--- src/rtl/sfp_defs.svh ---
// constants for the serial flash protect/hold front end
//
// Notes on behaviour
// - top select clear: level 0 none, 1/2/3 top 1/2/4 blocks, 4+ all eight
// - top select set: same levels counted from block 0 upward
// - whole-chip erase accepted only when all four protect-level bits are zero
// - 8K-bit OTP area: lower half 000-1FF customer lock, upper 200-3FF factory lock
// - security register bit 0 shows factory lock of the upper OTP half
// - security write command sets customer lock, security register bit 1
// - a locked OTP half can never be changed again
// - OTP programmed inside secured mode; main array blocked while in that mode
// - 512KB map: eight 64KB blocks, sixteen 32KB halves, 128 4KB sectors
// - unknown command: standby until next select fall, output kept high impedance
// - valid command: active until chip select rises
// - inputs sampled on clock rise, outputs shifted on fall; modes 0 and 3
// - data-returning commands may end after any output bit
// - state-changing commands need select rise on byte boundary, else rejected
// - array access ignored while a write, program or erase runs
// - pause starts on hold fall while clock low, else deferred until clock low
// - pause ends on hold rise while clock low, else deferred until clock low
// - pause stops serial traffic only; internal operations carry on
// - during pause output high impedance and input ignored
// - select rise during pause resets interface logic
// - pause disabled in four-line mode
// - data-changing commands refused while write-enable latch clear
// - program and erase aimed at protected blocks are refused
// - protect pin low with status write-disable bit set blocks protect-bit writes unless four-line mode
`ifndef SFP_DEFS_SVH
`define SFP_DEFS_SVH
`define SFP_OP_WRITE_ENABLE_CMD      8'h06
`define SFP_OP_WRDI      8'h04
`define SFP_OP_RDSR      8'h05
`define SFP_OP_RDCR      8'h15
`define SFP_OP_WRSR      8'h01
`define SFP_OP_READ      8'h03
`define SFP_OP_FREAD     8'h0b
`define SFP_OP_PP        8'h02
`define SFP_OP_SE        8'h20
`define SFP_OP_BE32      8'h52
`define SFP_OP_BE64      8'hd8
`define SFP_OP_CE1       8'h60
`define SFP_OP_CE2       8'hc7
`define SFP_OP_RDSCUR    8'h2b
`define SFP_OP_SECURITY_REG_WRITE_CMD    8'h2f
`define SFP_OP_OTP_MODE_ENTER_CMD      8'hb1
`define SFP_OP_OTP_MODE_EXIT_CMD      8'hc1
`define SFP_ST_BUSY      0
`define SFP_ST_WEL       1
`define SFP_ST_BP_LO     2
`define SFP_ST_TB        6
`define SFP_ST_STATUS_WRITE_DISABLE      7
`define SFP_SCUR_FLOCK   0
`define SFP_SCUR_CLOCK   1
`define SFP_BLK_MSB      18
`define SFP_BLK_LSB      16
`define SFP_OTP_HALF     9
`define SFP_OTP_MSB      9
`define SFP_ADDR_BYTES   2'h3
`define SFP_LAST_BIT     3'h7
`endif

--- src/rtl/sfp_pkg.sv ---
// types for the serial flash protect/hold front end
package sfp_pkg;
    typedef enum logic [5:0] {
        SFP_IDLE  = 6'h01,
        SFP_CMD   = 6'h02,
        SFP_ADDR  = 6'h04,
        SFP_DATA  = 6'h08,
        SFP_OUT   = 6'h10,
        SFP_STBY  = 6'h20
    } sfp_state_t;
    typedef enum logic [2:0] {
        SFP_K_NONE = 3'h0,
        SFP_K_PROG = 3'h1,
        SFP_K_ERASE = 3'h2,
        SFP_K_CHIP = 3'h3,
        SFP_K_WRSR = 3'h4,
        SFP_K_SIMPLE = 3'h5
    } sfp_kind_t;
endpackage

--- src/rtl/sfp_front.sv ---
// serial front end: framing, hold, protection, OTP lock and program data path
`include "sfp_defs.svh"
module sfp_front #(
    parameter int FIFO_DEPTH = 32
) (
    // clock and reset
    input  wire logic        ref_clk,
    input  wire logic        rst,
    // serial pins
    input  wire logic        cs_n,
    input  wire logic        sclk,
    input  wire logic        si,
    input  wire logic        wp_n,
    input  wire logic        hold_n,
    output logic             so,
    output logic             so_oe,
    // device state from the core
    input  wire logic        quad_mode,
    input  wire logic        busy,
    input  wire logic        factory_lock,
    input  wire logic [7:0]  read_data,
    // requests toward the core
    output logic             erase_req,
    output logic [1:0]       erase_size,
    output logic             prog_start,
    output logic [18:0]      op_addr,
    output logic             otp_mode,
    output logic             otp_select,
    // program data stream
    output logic [7:0]       prog_data,
    output logic             prog_valid,
    input  wire logic        prog_ready,
    // status
    output logic [7:0]       status,
    output logic             customer_lock,
    output logic             paused,
    output logic             active,
    output logic             rejected
);
    import sfp_pkg::*;

    // ***********************************
    // pin synchronisers
    // ***********************************
    logic [4:0] meta;
    logic [4:0] sync;
    logic [4:0] prev;
    always_ff @(posedge ref_clk) begin
        if (rst) begin
            meta <= 5'h1d;
            sync <= 5'h1d;
            prev <= 5'h1d;
        end else begin
            meta <= {hold_n, wp_n, si, sclk, cs_n};
            sync <= meta;
            prev <= sync;
        end
    end
    logic s_cs_n;
    logic s_clk;
    logic s_si;
    logic s_wp_n;
    logic s_hold_n;
    assign {s_hold_n, s_wp_n, s_si, s_clk, s_cs_n} = sync;
    logic clk_rise;
    logic clk_fall;
    logic cs_rise;
    logic cs_fall;
    assign clk_rise = s_clk && !prev[1];
    assign clk_fall = !s_clk && prev[1];
    assign cs_rise  = s_cs_n && !prev[0];
    assign cs_fall  = !s_cs_n && prev[0];

    // ***********************************
    // state
    // ***********************************
    typedef struct packed {
        sfp_state_t  st;
        sfp_kind_t   kind;
        logic [7:0]  op;
        logic [7:0]  shreg;
        logic [2:0]  bitcnt;
        logic [1:0]  bytecnt;
        logic [18:0] addr;
        logic [7:0]  outreg;
        logic        hold;
        logic        write_enable_latch;
        logic [3:0]  bp;
        logic        tb;
        logic        status_write_disable;
        logic        clock;
        logic        otp;
        logic        erase_req;
        logic [1:0]  erase_size;
        logic        prog_start;
        logic [7:0]  pdata;
        logic        pvalid;
        logic        so;
        logic        so_oe;
        logic        rejected;
    } sfp_regs_t;
    sfp_regs_t r;
    sfp_regs_t next_r;
    logic      fifo_ready;

    // protected-block mask for a block index
    function automatic logic blk_protected(input logic [3:0] bp, input logic tb, input logic [2:0] blk);
        logic [2:0] idx;
        idx = tb ? blk : ~blk;
        case (bp)
            4'h0: blk_protected = 1'b0;
            4'h1: blk_protected = idx == 3'h0;
            4'h2: blk_protected = idx <= 3'h1;
            4'h3: blk_protected = idx <= 3'h3;
            default: blk_protected = 1'b1;
        endcase
    endfunction

    // can the addressed location be written
    function automatic logic target_ok(input sfp_regs_t s, input logic [18:0] a, input logic flock);
        if (s.otp) begin
            // only low ten bits pick the OTP byte
            target_ok = a[`SFP_OTP_HALF] ? !flock : !s.clock;
        end else begin
            target_ok = !blk_protected(s.bp, s.tb, a[`SFP_BLK_MSB:`SFP_BLK_LSB]);
        end
    endfunction

    logic [7:0] cur_status;
    assign cur_status = {r.status_write_disable, r.tb, r.bp, r.write_enable_latch, busy};

    always_comb begin
        logic [7:0] byte_in;
        logic       byte_done;
        logic       wr_locked;
        next_r = r;
        byte_in = {r.shreg[6:0], s_si};
        byte_done = r.bitcnt == `SFP_LAST_BIT;
        wr_locked = !s_wp_n && r.status_write_disable && !quad_mode;
        next_r.erase_req = 1'b0;
        next_r.prog_start = 1'b0;
        if (r.pvalid && fifo_ready) begin
            next_r.pvalid = 1'b0;
        end
        // hold only toggles with the serial clock low
        if (!quad_mode && !s_cs_n && !s_clk) begin
            next_r.hold = !s_hold_n;
        end
        if (quad_mode) begin
            next_r.hold = 1'b0;
        end
        if (cs_rise) begin
            // frame end: state-changing commands other than page program act only here, on a byte boundary
            next_r.st = SFP_IDLE;
            next_r.hold = 1'b0;
            next_r.so_oe = 1'b0;
            // a refusal made inside the frame stands until the next select fall
            if (r.bitcnt != 3'h0 && r.kind != SFP_K_NONE) begin
                next_r.rejected = 1'b1;
            end else if (!r.hold && r.st != SFP_STBY) begin
                case (r.kind)
                    SFP_K_SIMPLE: begin
                        case (r.op)
                            `SFP_OP_WRITE_ENABLE_CMD: next_r.write_enable_latch = 1'b1;
                            `SFP_OP_WRDI: next_r.write_enable_latch = 1'b0;
                            `SFP_OP_OTP_MODE_ENTER_CMD: next_r.otp = 1'b1;
                            `SFP_OP_OTP_MODE_EXIT_CMD: next_r.otp = 1'b0;
                            `SFP_OP_SECURITY_REG_WRITE_CMD: begin
                                if (r.write_enable_latch && !busy) begin
                                    next_r.clock = 1'b1;
                                    next_r.write_enable_latch = 1'b0;
                                end else begin
                                    next_r.rejected = 1'b1;
                                end
                            end
                            default: next_r.rejected = 1'b0;
                        endcase
                    end
                    SFP_K_WRSR: begin
                        if (r.write_enable_latch && !busy && !wr_locked && r.bytecnt != 2'h0) begin
                            next_r.bp = r.pdata[`SFP_ST_BP_LO +: 4];
                            next_r.tb = r.pdata[`SFP_ST_TB];
                            next_r.status_write_disable = r.pdata[`SFP_ST_STATUS_WRITE_DISABLE];
                            next_r.write_enable_latch = 1'b0;
                        end else begin
                            next_r.rejected = 1'b1;
                        end
                    end
                    SFP_K_CHIP: begin
                        if (r.write_enable_latch && !busy && r.bp == 4'h0 && !r.otp) begin
                            next_r.erase_req = 1'b1;
                            next_r.erase_size = 2'h3;
                            next_r.write_enable_latch = 1'b0;
                        end else begin
                            next_r.rejected = 1'b1;
                        end
                    end
                    SFP_K_ERASE: begin
                        if (r.write_enable_latch && !busy && !r.otp && r.bytecnt == `SFP_ADDR_BYTES
                            && target_ok(r, r.addr, factory_lock)) begin
                            next_r.erase_req = 1'b1;
                            next_r.write_enable_latch = 1'b0;
                        end else begin
                            next_r.rejected = 1'b1;
                        end
                    end
                    SFP_K_PROG: begin
                        next_r.write_enable_latch = 1'b0;
                    end
                    default: next_r.write_enable_latch = r.write_enable_latch;
                endcase
            end
            next_r.kind = SFP_K_NONE;
        end else if (s_cs_n) begin
            next_r.st = SFP_IDLE;
            next_r.so_oe = 1'b0;
        end else if (cs_fall) begin
            next_r.st = SFP_CMD;
            next_r.bitcnt = 3'h0;
            next_r.bytecnt = 2'h0;
            next_r.kind = SFP_K_NONE;
            next_r.rejected = 1'b0;
        end else if (r.hold) begin
            next_r.so_oe = 1'b0;
        end else if (clk_rise && r.st != SFP_STBY && r.st != SFP_IDLE) begin
            next_r.shreg = byte_in;
            next_r.bitcnt = r.bitcnt + 3'h1;
            if (byte_done) begin
                case (r.st)
                    SFP_CMD: begin
                        next_r.op = byte_in;
                        next_r.st = SFP_ADDR;
                        case (byte_in)
                            `SFP_OP_WRITE_ENABLE_CMD, `SFP_OP_WRDI, `SFP_OP_OTP_MODE_ENTER_CMD, `SFP_OP_OTP_MODE_EXIT_CMD,
                            `SFP_OP_SECURITY_REG_WRITE_CMD: begin
                                next_r.kind = SFP_K_SIMPLE;
                                next_r.st = SFP_DATA;
                            end
                            `SFP_OP_CE1, `SFP_OP_CE2: begin
                                next_r.kind = SFP_K_CHIP;
                                next_r.st = SFP_DATA;
                            end
                            `SFP_OP_WRSR: begin
                                next_r.kind = SFP_K_WRSR;
                                next_r.st = SFP_DATA;
                            end
                            `SFP_OP_SE: begin
                                next_r.kind = SFP_K_ERASE;
                                next_r.erase_size = 2'h0;
                            end
                            `SFP_OP_BE32: begin
                                next_r.kind = SFP_K_ERASE;
                                next_r.erase_size = 2'h1;
                            end
                            `SFP_OP_BE64: begin
                                next_r.kind = SFP_K_ERASE;
                                next_r.erase_size = 2'h2;
                            end
                            `SFP_OP_PP: next_r.kind = SFP_K_PROG;
                            `SFP_OP_READ, `SFP_OP_FREAD: next_r.kind = SFP_K_NONE;
                            `SFP_OP_RDSR: begin
                                next_r.st = SFP_OUT;
                                next_r.outreg = cur_status;
                            end
                            `SFP_OP_RDSCUR: begin
                                next_r.st = SFP_OUT;
                                next_r.outreg = {6'h0, r.clock, factory_lock};
                            end
                            `SFP_OP_RDCR: begin
                                next_r.st = SFP_OUT;
                                next_r.outreg = 8'h00;
                            end
                            default: next_r.st = SFP_STBY;
                        endcase
                    end
                    SFP_ADDR: begin
                        next_r.addr = {r.addr[10:0], byte_in};
                        next_r.bytecnt = r.bytecnt + 2'h1;
                        if (r.bytecnt == 2'h2) begin
                            if (r.kind == SFP_K_NONE) begin
                                // reads ignored while busy; OTP mode does not stop them
                                if (busy) begin
                                    next_r.st = SFP_STBY;
                                end else begin
                                    next_r.st = SFP_OUT;
                                    next_r.outreg = read_data;
                                end
                            end else begin
                                next_r.st = SFP_DATA;
                                if (r.otp) begin
                                    next_r.addr = {9'h0, r.addr[1:0], byte_in};
                                end
                            end
                        end
                    end
                    SFP_DATA: begin
                        next_r.bytecnt = (r.bytecnt == 2'h3) ? r.bytecnt : r.bytecnt + 2'h1;
                        if (r.kind == SFP_K_WRSR) begin
                            next_r.pdata = byte_in;
                            next_r.bytecnt = 2'h1;
                        end else if (r.kind == SFP_K_PROG) begin
                            if (!r.write_enable_latch || busy || !target_ok(r, r.addr, factory_lock)) begin
                                next_r.st = SFP_STBY;
                                next_r.rejected = 1'b1;
                            end else if (fifo_ready || !r.pvalid) begin
                                next_r.pdata = byte_in;
                                next_r.pvalid = 1'b1;
                                next_r.prog_start = 1'b1;
                            end
                        end else begin
                            next_r.kind = r.kind;
                        end
                    end
                    SFP_OUT: begin
                        next_r.outreg = r.op == `SFP_OP_RDSR ? cur_status : read_data;
                    end
                    default: next_r.st = SFP_STBY;
                endcase
            end
        end else if (clk_fall && r.st == SFP_OUT) begin
            // drive next bit; frame may end after any bit
            next_r.so = r.outreg[3'h7 - r.bitcnt];
            next_r.so_oe = 1'b1;
        end
        if (r.st == SFP_STBY) begin
            next_r.so_oe = 1'b0;
        end
    end

    always_ff @(posedge ref_clk) begin
        if (rst) begin
            r <= '{st: SFP_IDLE, kind: SFP_K_NONE, default: '0};
        end else begin
            r <= next_r;
        end
    end

    // ***********************************
    // program data buffer
    // ***********************************
    logic [7:0] fifo_data;
    logic       fifo_valid;
    sfp_fifo #(.WIDTH(8), .DEPTH(FIFO_DEPTH)) u_fifo (
        .ref_clk   (ref_clk),
        .rst       (rst),
        .in_data   (r.pdata),
        .in_valid  (r.pvalid),
        .in_ready  (fifo_ready),
        .out_data  (fifo_data),
        .out_valid (fifo_valid),
        .out_ready (!prog_valid || prog_ready)
    );
    always_ff @(posedge ref_clk) begin
        if (rst) begin
            prog_valid <= 1'b0;
            prog_data  <= 8'h00;
        end else if (!prog_valid || prog_ready) begin
            prog_valid <= fifo_valid;
            prog_data  <= fifo_data;
        end
    end

    // ***********************************
    // registered outputs
    // ***********************************
    always_ff @(posedge ref_clk) begin
        if (rst) begin
            so            <= 1'b0;
            so_oe         <= 1'b0;
            erase_req     <= 1'b0;
            erase_size    <= 2'h0;
            prog_start    <= 1'b0;
            op_addr       <= '0;
            otp_mode      <= 1'b0;
            otp_select    <= 1'b0;
            status        <= 8'h00;
            customer_lock <= 1'b0;
            paused        <= 1'b0;
            active        <= 1'b0;
            rejected      <= 1'b0;
        end else begin
            so            <= r.so;
            so_oe         <= r.so_oe && !r.hold;
            erase_req     <= r.erase_req;
            erase_size    <= r.erase_size;
            prog_start    <= r.prog_start;
            op_addr       <= r.addr;
            otp_mode      <= r.otp;
            otp_select    <= r.addr[`SFP_OTP_HALF];
            status        <= cur_status;
            customer_lock <= r.clock;
            paused        <= r.hold;
            active        <= r.st != SFP_IDLE && r.st != SFP_STBY;
            rejected      <= r.rejected;
        end
    end
endmodule // sfp_front

--- src/rtl/sfp_fifo.sv ---
// small valid/ready FIFO
module sfp_fifo #(
    parameter int WIDTH = 8,
    parameter int DEPTH = 32
) (
    // clock and reset
    input  wire logic             ref_clk,
    input  wire logic             rst,
    // fill side
    input  wire logic [WIDTH-1:0] in_data,
    input  wire logic             in_valid,
    output logic                  in_ready,
    // drain side
    output logic [WIDTH-1:0]      out_data,
    output logic                  out_valid,
    input  wire logic             out_ready
);
    localparam int AW = $clog2(DEPTH);
    if (DEPTH < 2 || (1 << AW) != DEPTH) begin : g_bad_depth
        $error("depth must be a power of two");
    end
    logic [WIDTH-1:0] mem [DEPTH];
    logic [AW:0]      wr_ptr;
    logic [AW:0]      rd_ptr;
    logic             push;
    logic             pop;
    assign in_ready  = (wr_ptr - rd_ptr) != (AW+1)'(DEPTH);
    assign out_valid = wr_ptr != rd_ptr;
    assign out_data  = mem[rd_ptr[AW-1:0]];
    assign push      = in_valid && in_ready;
    assign pop       = out_valid && out_ready;
    always_ff @(posedge ref_clk) begin
        if (push) begin
            mem[wr_ptr[AW-1:0]] <= in_data;
        end
        if (rst) begin
            wr_ptr <= '0;
            rd_ptr <= '0;
        end else begin
            if (push) begin
                wr_ptr <= wr_ptr + 1'b1;
            end
            if (pop) begin
                rd_ptr <= rd_ptr + 1'b1;
            end
        end
    end
endmodule // sfp_fifo

--- config.mk ---
export PLATFORM = sky130hd
export DESIGN_NAME = sfp_front
export DESIGN_NICKNAME = d
export VERILOG_FILES = /design/src/rtl/sfp_pkg.sv /design/src/rtl/sfp_front.sv /design/src/rtl/sfp_fifo.sv
export VERILOG_INCLUDE_DIRS = /design/src /design/src/rtl
export SDC_FILE = /design/constraint.sdc
export NUM_CORES = 1
export LEC_CHECK = 0
export BUFFER_PORTS_ARGS = -buffer_cell sky130_fd_sc_hd__buf_2
export CORE_ASPECT_RATIO = 1.2
export CORE_UTILIZATION = 60
export DETAILED_ROUTE_END_ITERATION = 12
export PLACE_DENSITY = 0.89
export SYNTH_ARGS = -nofsm -noshare
export SYNTH_HDL_FRONTEND = slang
export SYNTH_SLANG_ARGS = --single-unit
export TNS_END_PERCENT = 50
--- constraint.sdc ---
create_clock -name ref_clk -period 8.5 [get_ports ref_clk]
set_input_delay 0.85 -clock ref_clk [delete_from_list [all_inputs] [get_ports ref_clk]]
set_output_delay 0.85 -clock ref_clk [all_outputs]
set_load 0.1 [all_outputs]
# Word level (Yosys, flattened, before mapping)
# Memory sizes are Yosys's and may differ from the RTL's. A register that Yosys moved wholly into a read port is not among the register bits.
# Cells that the tools add are included.
# word_totals
rom_bits,0
out_inout_bits,48
regBits,147
latchBits,0
wordCells,383
mem_bits_rw,256
memories,1
input_bits,19
# memory_table
memory,depth,width,rd,rd_clocked_by_memory_dff,write_ports,line_no,rtl
u_fifo.mem,32,8,1,1,1,sfp_fifo.sv:22,logic [WIDTH-1:0] mem [DEPTH];
# classes
n_addsub,6
reduce_logical,106
n_eq_ne,83
div_mod_pow,0
n_mul,0
n_mux,129
bitwise_logic,12
shift,0
n_lt_le_gt_ge,3
# ops
cell,count
27-bit 2-to-1 mux,8
53-bit 2-to-1 mux,2
9-bit 2-to-1 mux,7
1-bit 2-to-1 mux,57
19-bit 2-to-1 mux,3
8-bit by 3-bit equality test with 1-bit output (second input constant),6
8-bit equality test (second input constant),6
8-bit inequality test (second input constant),6
8-bit one-hot mux with 3 select lines,2
10-bit 2-to-1 mux,4
8-bit 2-to-1 mux,5
13-bit 2-to-1 mux,3
8-bit by 6-bit equality test with 1-bit output (second input constant),4
6-bit 2-to-1 mux,5
3-bit nonzero test,10
29-bit 2-to-1 mux,1
7-bit AND reduction,4
1-bit logical AND,25
12-bit 2-to-1 mux,2
4-bit inequality test (second input constant),6
6-bit one-hot mux with 4 select lines,1
2-bit inequality test (second input constant),11
11-bit AND reduction,2
2-bit 2-to-1 mux,10
other kinds (71),149

# Logic depth before layout (Yosys ltp)
# depth
depth_word,41
depth_mapped,11
depth_no_buf,8

# By module
# A second synthesis with hierarchy kept.
# hier_totals
cells_unflattened,1230
hier_area_um2,17156.5
# by_module_without_submodules
mod,instances,seq_area_each_um2,area_each_um2,cells_per_inst
sfp_fifo,1,8027.7,10844.2,520
sfp_front,1,2822.7,6312.3,710

# Worst setup path after synthesis
# Ideal clock, no wire load.
# synth_path
path_type,reg-to-reg
start,register u_fifo.rd_ptr[2]
end,memory u_fifo.mem[28][0] (enable)
t_arrival_ns,2.764
n_path_buf,2
t_required_ns,8.130
path_slack_ns,5.366
period_less_slack_ns,3.134
path_stages_with_launch,11
setup_ns,0.370
cell_sequence,dfxtp_1 clkbuf_1 buf_1 inv_1 ha_1 a21oi_1 a211oi_1 a31oi_1 o21a_1 nand2_1 nor2_1
# synth_via
elab_chain_cells,5
# synth_rtl
item,line_no,rtl
start: declaration,sfp_fifo.sv:24,logic [AW:0] rd_ptr;
start signal: assignment,sfp_fifo.sv:44,rd_ptr <= rd_ptr + 1'b1;
6-bit subtractor,sfp_fifo.sv:27,assign in_ready = (wr_ptr - rd_ptr) != (AW+1)'(DEPTH);
6-bit inequality test,sfp_fifo.sv:27,
1-bit logical AND,sfp_fifo.sv:30,assign push = in_valid && in_ready;
1-bit 2-to-1 mux,sfp_fifo.sv:33,if (push) begin
1-bit 2-to-1 mux (implied by the code),sfp_fifo.sv:34,mem[wr_ptr[AW-1:0]] <= in_data;
end: declaration,sfp_fifo.sv:22,
# Every way passes these cells.

# Worst setup path in the final report
# layout_path
start,register u_fifo.rd_ptr[2]
end,memory u_fifo.mem[9][5] (enable)
# Same word-level chain as after synthesis.

==> summary.md <==
| Metric | Value |
|---|---|
| Status | finished clean |
| Top delay family on crit path | simple AND/OR/NAND/NOR gates |
| Residual DRC | 0 |
| # placed instances | 1593 |
| Fraction of layout cells with a size suffix above 1 | 20.0% |
| Number of global-route vias before repair | ~11k |
| Post-synthesis cell area | about 17000 um^2 |
| Maximum net fanout on the critical path | 19 |
| Clock latency on the worst-skew pair | 0.56 ns |
| Final hold violations | 0 |
| Critical path's slowest cell | dfxtp_1 |
| Final worst slack | roughly 4.3 ns |
| Synth area leader | edfxtp_1 |
| Main synth FF type | edfxtp_1 |
| CTS tree | yes |
| H-Tree Depth | 2 |
| FFs w/ async S/R, synth | 0% |
| Worst slew margin | ~28% |
| Syn nets | approximately 1.2k |
| Gr usage total | a little under a third |
| Clock tree root buffer cell | clkbuf_16 |
| Final Power | ~4.4 mW |
| Clk buf depth | 3 |
| Via/cell ratio | about 6.6 |
| Die Span Y | ~190 um |
| Power Density | ~230 nW/um^2 |
| Detailed Route WL | around 43000 um |
| Worst Hold Launch | meta[3]$_SDFF_PP1_ |
| Sequential area share after synthesis | 63.5% |
| Share of the synthesized area in the top cell type | 45.4% |
| Critical path required time | between 8 and 9 ns |
| Final Max Slew Viols | 0 |
| Hold depth | 1 |
| WL/cell | roughly 26 um |
| Tightest Hold Check Type | reg -> reg |
| CTS buffer count | 38 |
| IO Port Bufs | 66 |
| Worst path bufs/invs | 1 |
| DP HPWL | roughly 26000 um |
| Core area | between 20000 and 30000 um^2 |
| Peak VDD IR | ~0.25 mV |
| Kind of critical path | reg -> reg |
| Tcrit/Tclk final | approximately half |
| 1st-iter DRT viols | around 1.4k |
| Starting Density | between 60% and 70% |
| Max Clk Rate | roughly 240 MHz |
| Clock skew | approximately 0.038 ns |
| Final net count | roughly 1.3k |
| Diode count | 0 |
| Count of different cell masters after synthesis | 80 |
| DP Worst Slack | 4.62 ns |
| Area delta synth->final | 10.7% |
| Max-Cap Viols | 0 |
| Antenna viol nets, final | 0 |
| CTS Sinks | 409 |
| Final setup vio count | 0 |
| Min-Delay Endpoint | sync[3]$_SDFF_PP1_ |
| Row cnt | between 60 and 70 |
| Die area | 28900 um^2 |
| Total gr overflow | 0 |
| Initial DRT Pass Iterations | 6 |
| Sequence of cells on the critical path | inv_1, ha_1, a21oi_1, a211oi_1, a31oi_1, o21a_1, nand2_1, nor2_1 |
| Yosys reg bits | 409 |
| Critical Path AT | roughly 4.4 ns |
| Syn_area_per_cell | between 10 and 15 um^2 |
| DR vias | 11.0k |
| Layout Cells excl Fill | roughly 1.7k |
| Reg2reg path depth | 8 |
| Reg clk slew, reported paths | 0.07 ns |
| R2R Setup Slk | about 4.3 ns |
| Setup_tns | 0 ns |
| Largest net degree at the start of global routing | 83 |
| Initial antenna violation count | 0 |
| Synthesis Warnings | 0 |
| Final Wtd Congestion | between 1 and 1.5 |
| RSZ-0062 raised after global routing | false |
| Post-synth EDFFs | approximately 260 |
| Horiz. Die Dim | roughly 160 um |
| Hold_buf cts | 0 |
| Gate Count Post-Synth | ~1.2k |
| Least-Margin Pin Slew | 1.08 ns |
| Setup repair bufs after CTS | 0 |
| CP Capture Type | flop |
| R2r endpoint | u_fifo.mem[9][5]$_DFFE_PP_ |
| Final min period | roughly 4.2 ns |
| First-pass GRT wire length | approximately 64000 um |
| Top post-synthesis cells by area | edfxtp_1 45%, dfxtp_1 18%, mux4_2 11% |
| CP max stage delay | ~0.92 ns |
| Ports | between 60 and 70 |
| WP depth | 8 |
| PostCTS Resize Cnt | 0 |
| CP Launch Type | flop |
| Reg2reg start | u_fifo.rd_ptr[2]$_SDFFE_PP0P_ |
| Leakage power | between 6 and 7 nW |
-- per-stage QoR --
stage / utilization, % / hold WS (ns) / area, um^2
after floorplan: - / 0.389 / 16900
after global placement: 62.9 / 0.394 / 17500
after detailed placement: 62.9 / 0.397 / 17500
after CTS: 67.4 / 0.409 / 18800
after global routing: 67.4 / 0.419 / 18800
final: 67.4 / 0.409 / 18800
-- cell type report --
| cell class | count | area, um^2 |
|---|---|---|
| flip-flops and latches | 409 | 10800 |
| fillers | 1828 | 9070 |
| multi-input cells | 705 | 5790 |
| clock buffers | 46 | 1000 |
| well taps | 379 | 474 |
| repair buffers | 71 | 370 |
| clock inverters | 24 | 253 |
| inverters | 29 | 109 |
-- power by group --
part | internal [mW] | total (mW) | switching, mW
registers | 2.10 | 2.16 | 0.0537
clock network | 0.949 | 1.72 | 0.766
logic | 0.218 | 0.510 | 0.292
total | 3.27 | 4.38 | 1.11
-- kinds of logic (layout without fill, tap and decap cells) --
group           after synthesis  after routing  share of synthesized area, %
buf+inv                      94            170                          2.40
fa+ha+maj                    19             19                          1.40
xor+xnor                     14             14                         0.724
mux                         105            105                          12.3
simple gates                390            390                          12.3
compound gates              177            177                          7.40
flops                       409            409                          63.5
-- layout by cell type, fill, tap and decap left out, types with 6 or more instances in the layout --
master / synthesis / routed
a211oi_1: 12 / 12
clkinv_2: 0 / 6
a211o_1: 9 / 9
dfxtp_1: 153 / 143
edfxtp_1: 256 / 256
xnor2_1: 10 / 10
buf_2: 7 / 65
buf_4: 2 / 6
nor4b_1: 13 / 13
mux4_2: 82 / 82
a21oi_1: 31 / 31
inv_1: 27 / 27
nor2b_1: 44 / 44
nor2_1: 112 / 112
or2_2: 9 / 9
dfxtp_2: 0 / 9
o21ai_0: 38 / 38
nand2_1: 77 / 77
ha_1: 19 / 19
clkbuf_16: 0 / 38
nor3b_1: 6 / 6
and2_1: 7 / 7
nand4_1: 17 / 17
nor3_1: 10 / 10
nand3_1: 24 / 24
a31oi_1: 11 / 11
clkbuf_1: 40 / 6
nand3b_1: 7 / 7
mux2i_1: 20 / 20
nor4_1: 10 / 10
o21a_1: 6 / 6
a22oi_1: 6 / 6
a21o_1: 9 / 9
o22a_1: 7 / 7
and3_1: 13 / 13
-- routing by layer --
| layer | vias up | track usage [%] | part of all wire (%) |
|---|---|---|---|
| met5 | - | 0 | 0 |
| met4 | 0 | 16.5 | 5.4 |
| met3 | 177 | 5.19 | 9.5 |
| met2 | 791 | 51.9 | 50 |
| met1 | 5361 | 36.5 | 35 |
| li1 | 4711 | - | - |
-- how the worst max path moves through the flow --
stage	start	end	slack, ns
2_1_floorplan	u_fifo.rd_ptr[2]$_SDFFE_PP0P_	u_fifo.mem[28][0]$_DFFE_PP_	5.37
3_3_place_gp	u_fifo.rd_ptr[2]$_SDFFE_PP0P_	u_fifo.mem[1][3]$_DFFE_PP_	4.92
3_5_place_dp	u_fifo.rd_ptr[2]$_SDFFE_PP0P_	u_fifo.mem[1][6]$_DFFE_PP_	4.62
4_1_cts	u_fifo.rd_ptr[2]$_SDFFE_PP0P_	u_fifo.mem[5][0]$_DFFE_PP_	4.40
5_1_grt	u_fifo.rd_ptr[2]$_SDFFE_PP0P_	u_fifo.mem[9][2]$_DFFE_PP_	4.19
6_report	u_fifo.rd_ptr[2]$_SDFFE_PP0P_	u_fifo.mem[9][5]$_DFFE_PP_	4.26
-- state kept, by name (all words and copies together) (netlist names) --
name and flops:
sync 5, active 1, u_fifo.rd_ptr 6, op_addr 19, meta 5, erase_size 2, u_fifo.mem 256, customer_lock 1
paused 1, prog_start 1, prog_valid 1, prog_data 8, prev 2, so_oe 1, so 1, u_fifo.wr_ptr 6
erase_req 1, rejected 1, r 75, cur_status 7, otp_mode 1, status 8
-- Yosys cell counts (all sizes together) (5+ instances only) --
cell type  count
and2           9
ha            19
o22a           7
nor2b         44
nand2         77
nand2b         5
nand3         24
o31ai          5
a211oi        14
o21ai         39
nor4b         13
mux2i         20
nand4         19
inv           29
o21a           6
a211o          9
and3          14
a221oi         5
clkbuf        40
a21oi         31
edfxtp       256
and4           6
buf           25
mux4          82
nor3          10
a21o           9
or2            9
xnor2         10
dfxtp        153
a22oi          6
nor2         112
nor3b          7
nand3b         7
nor4          12
a31oi         11
No activity file was read; power rests on OpenSTA's default activity.
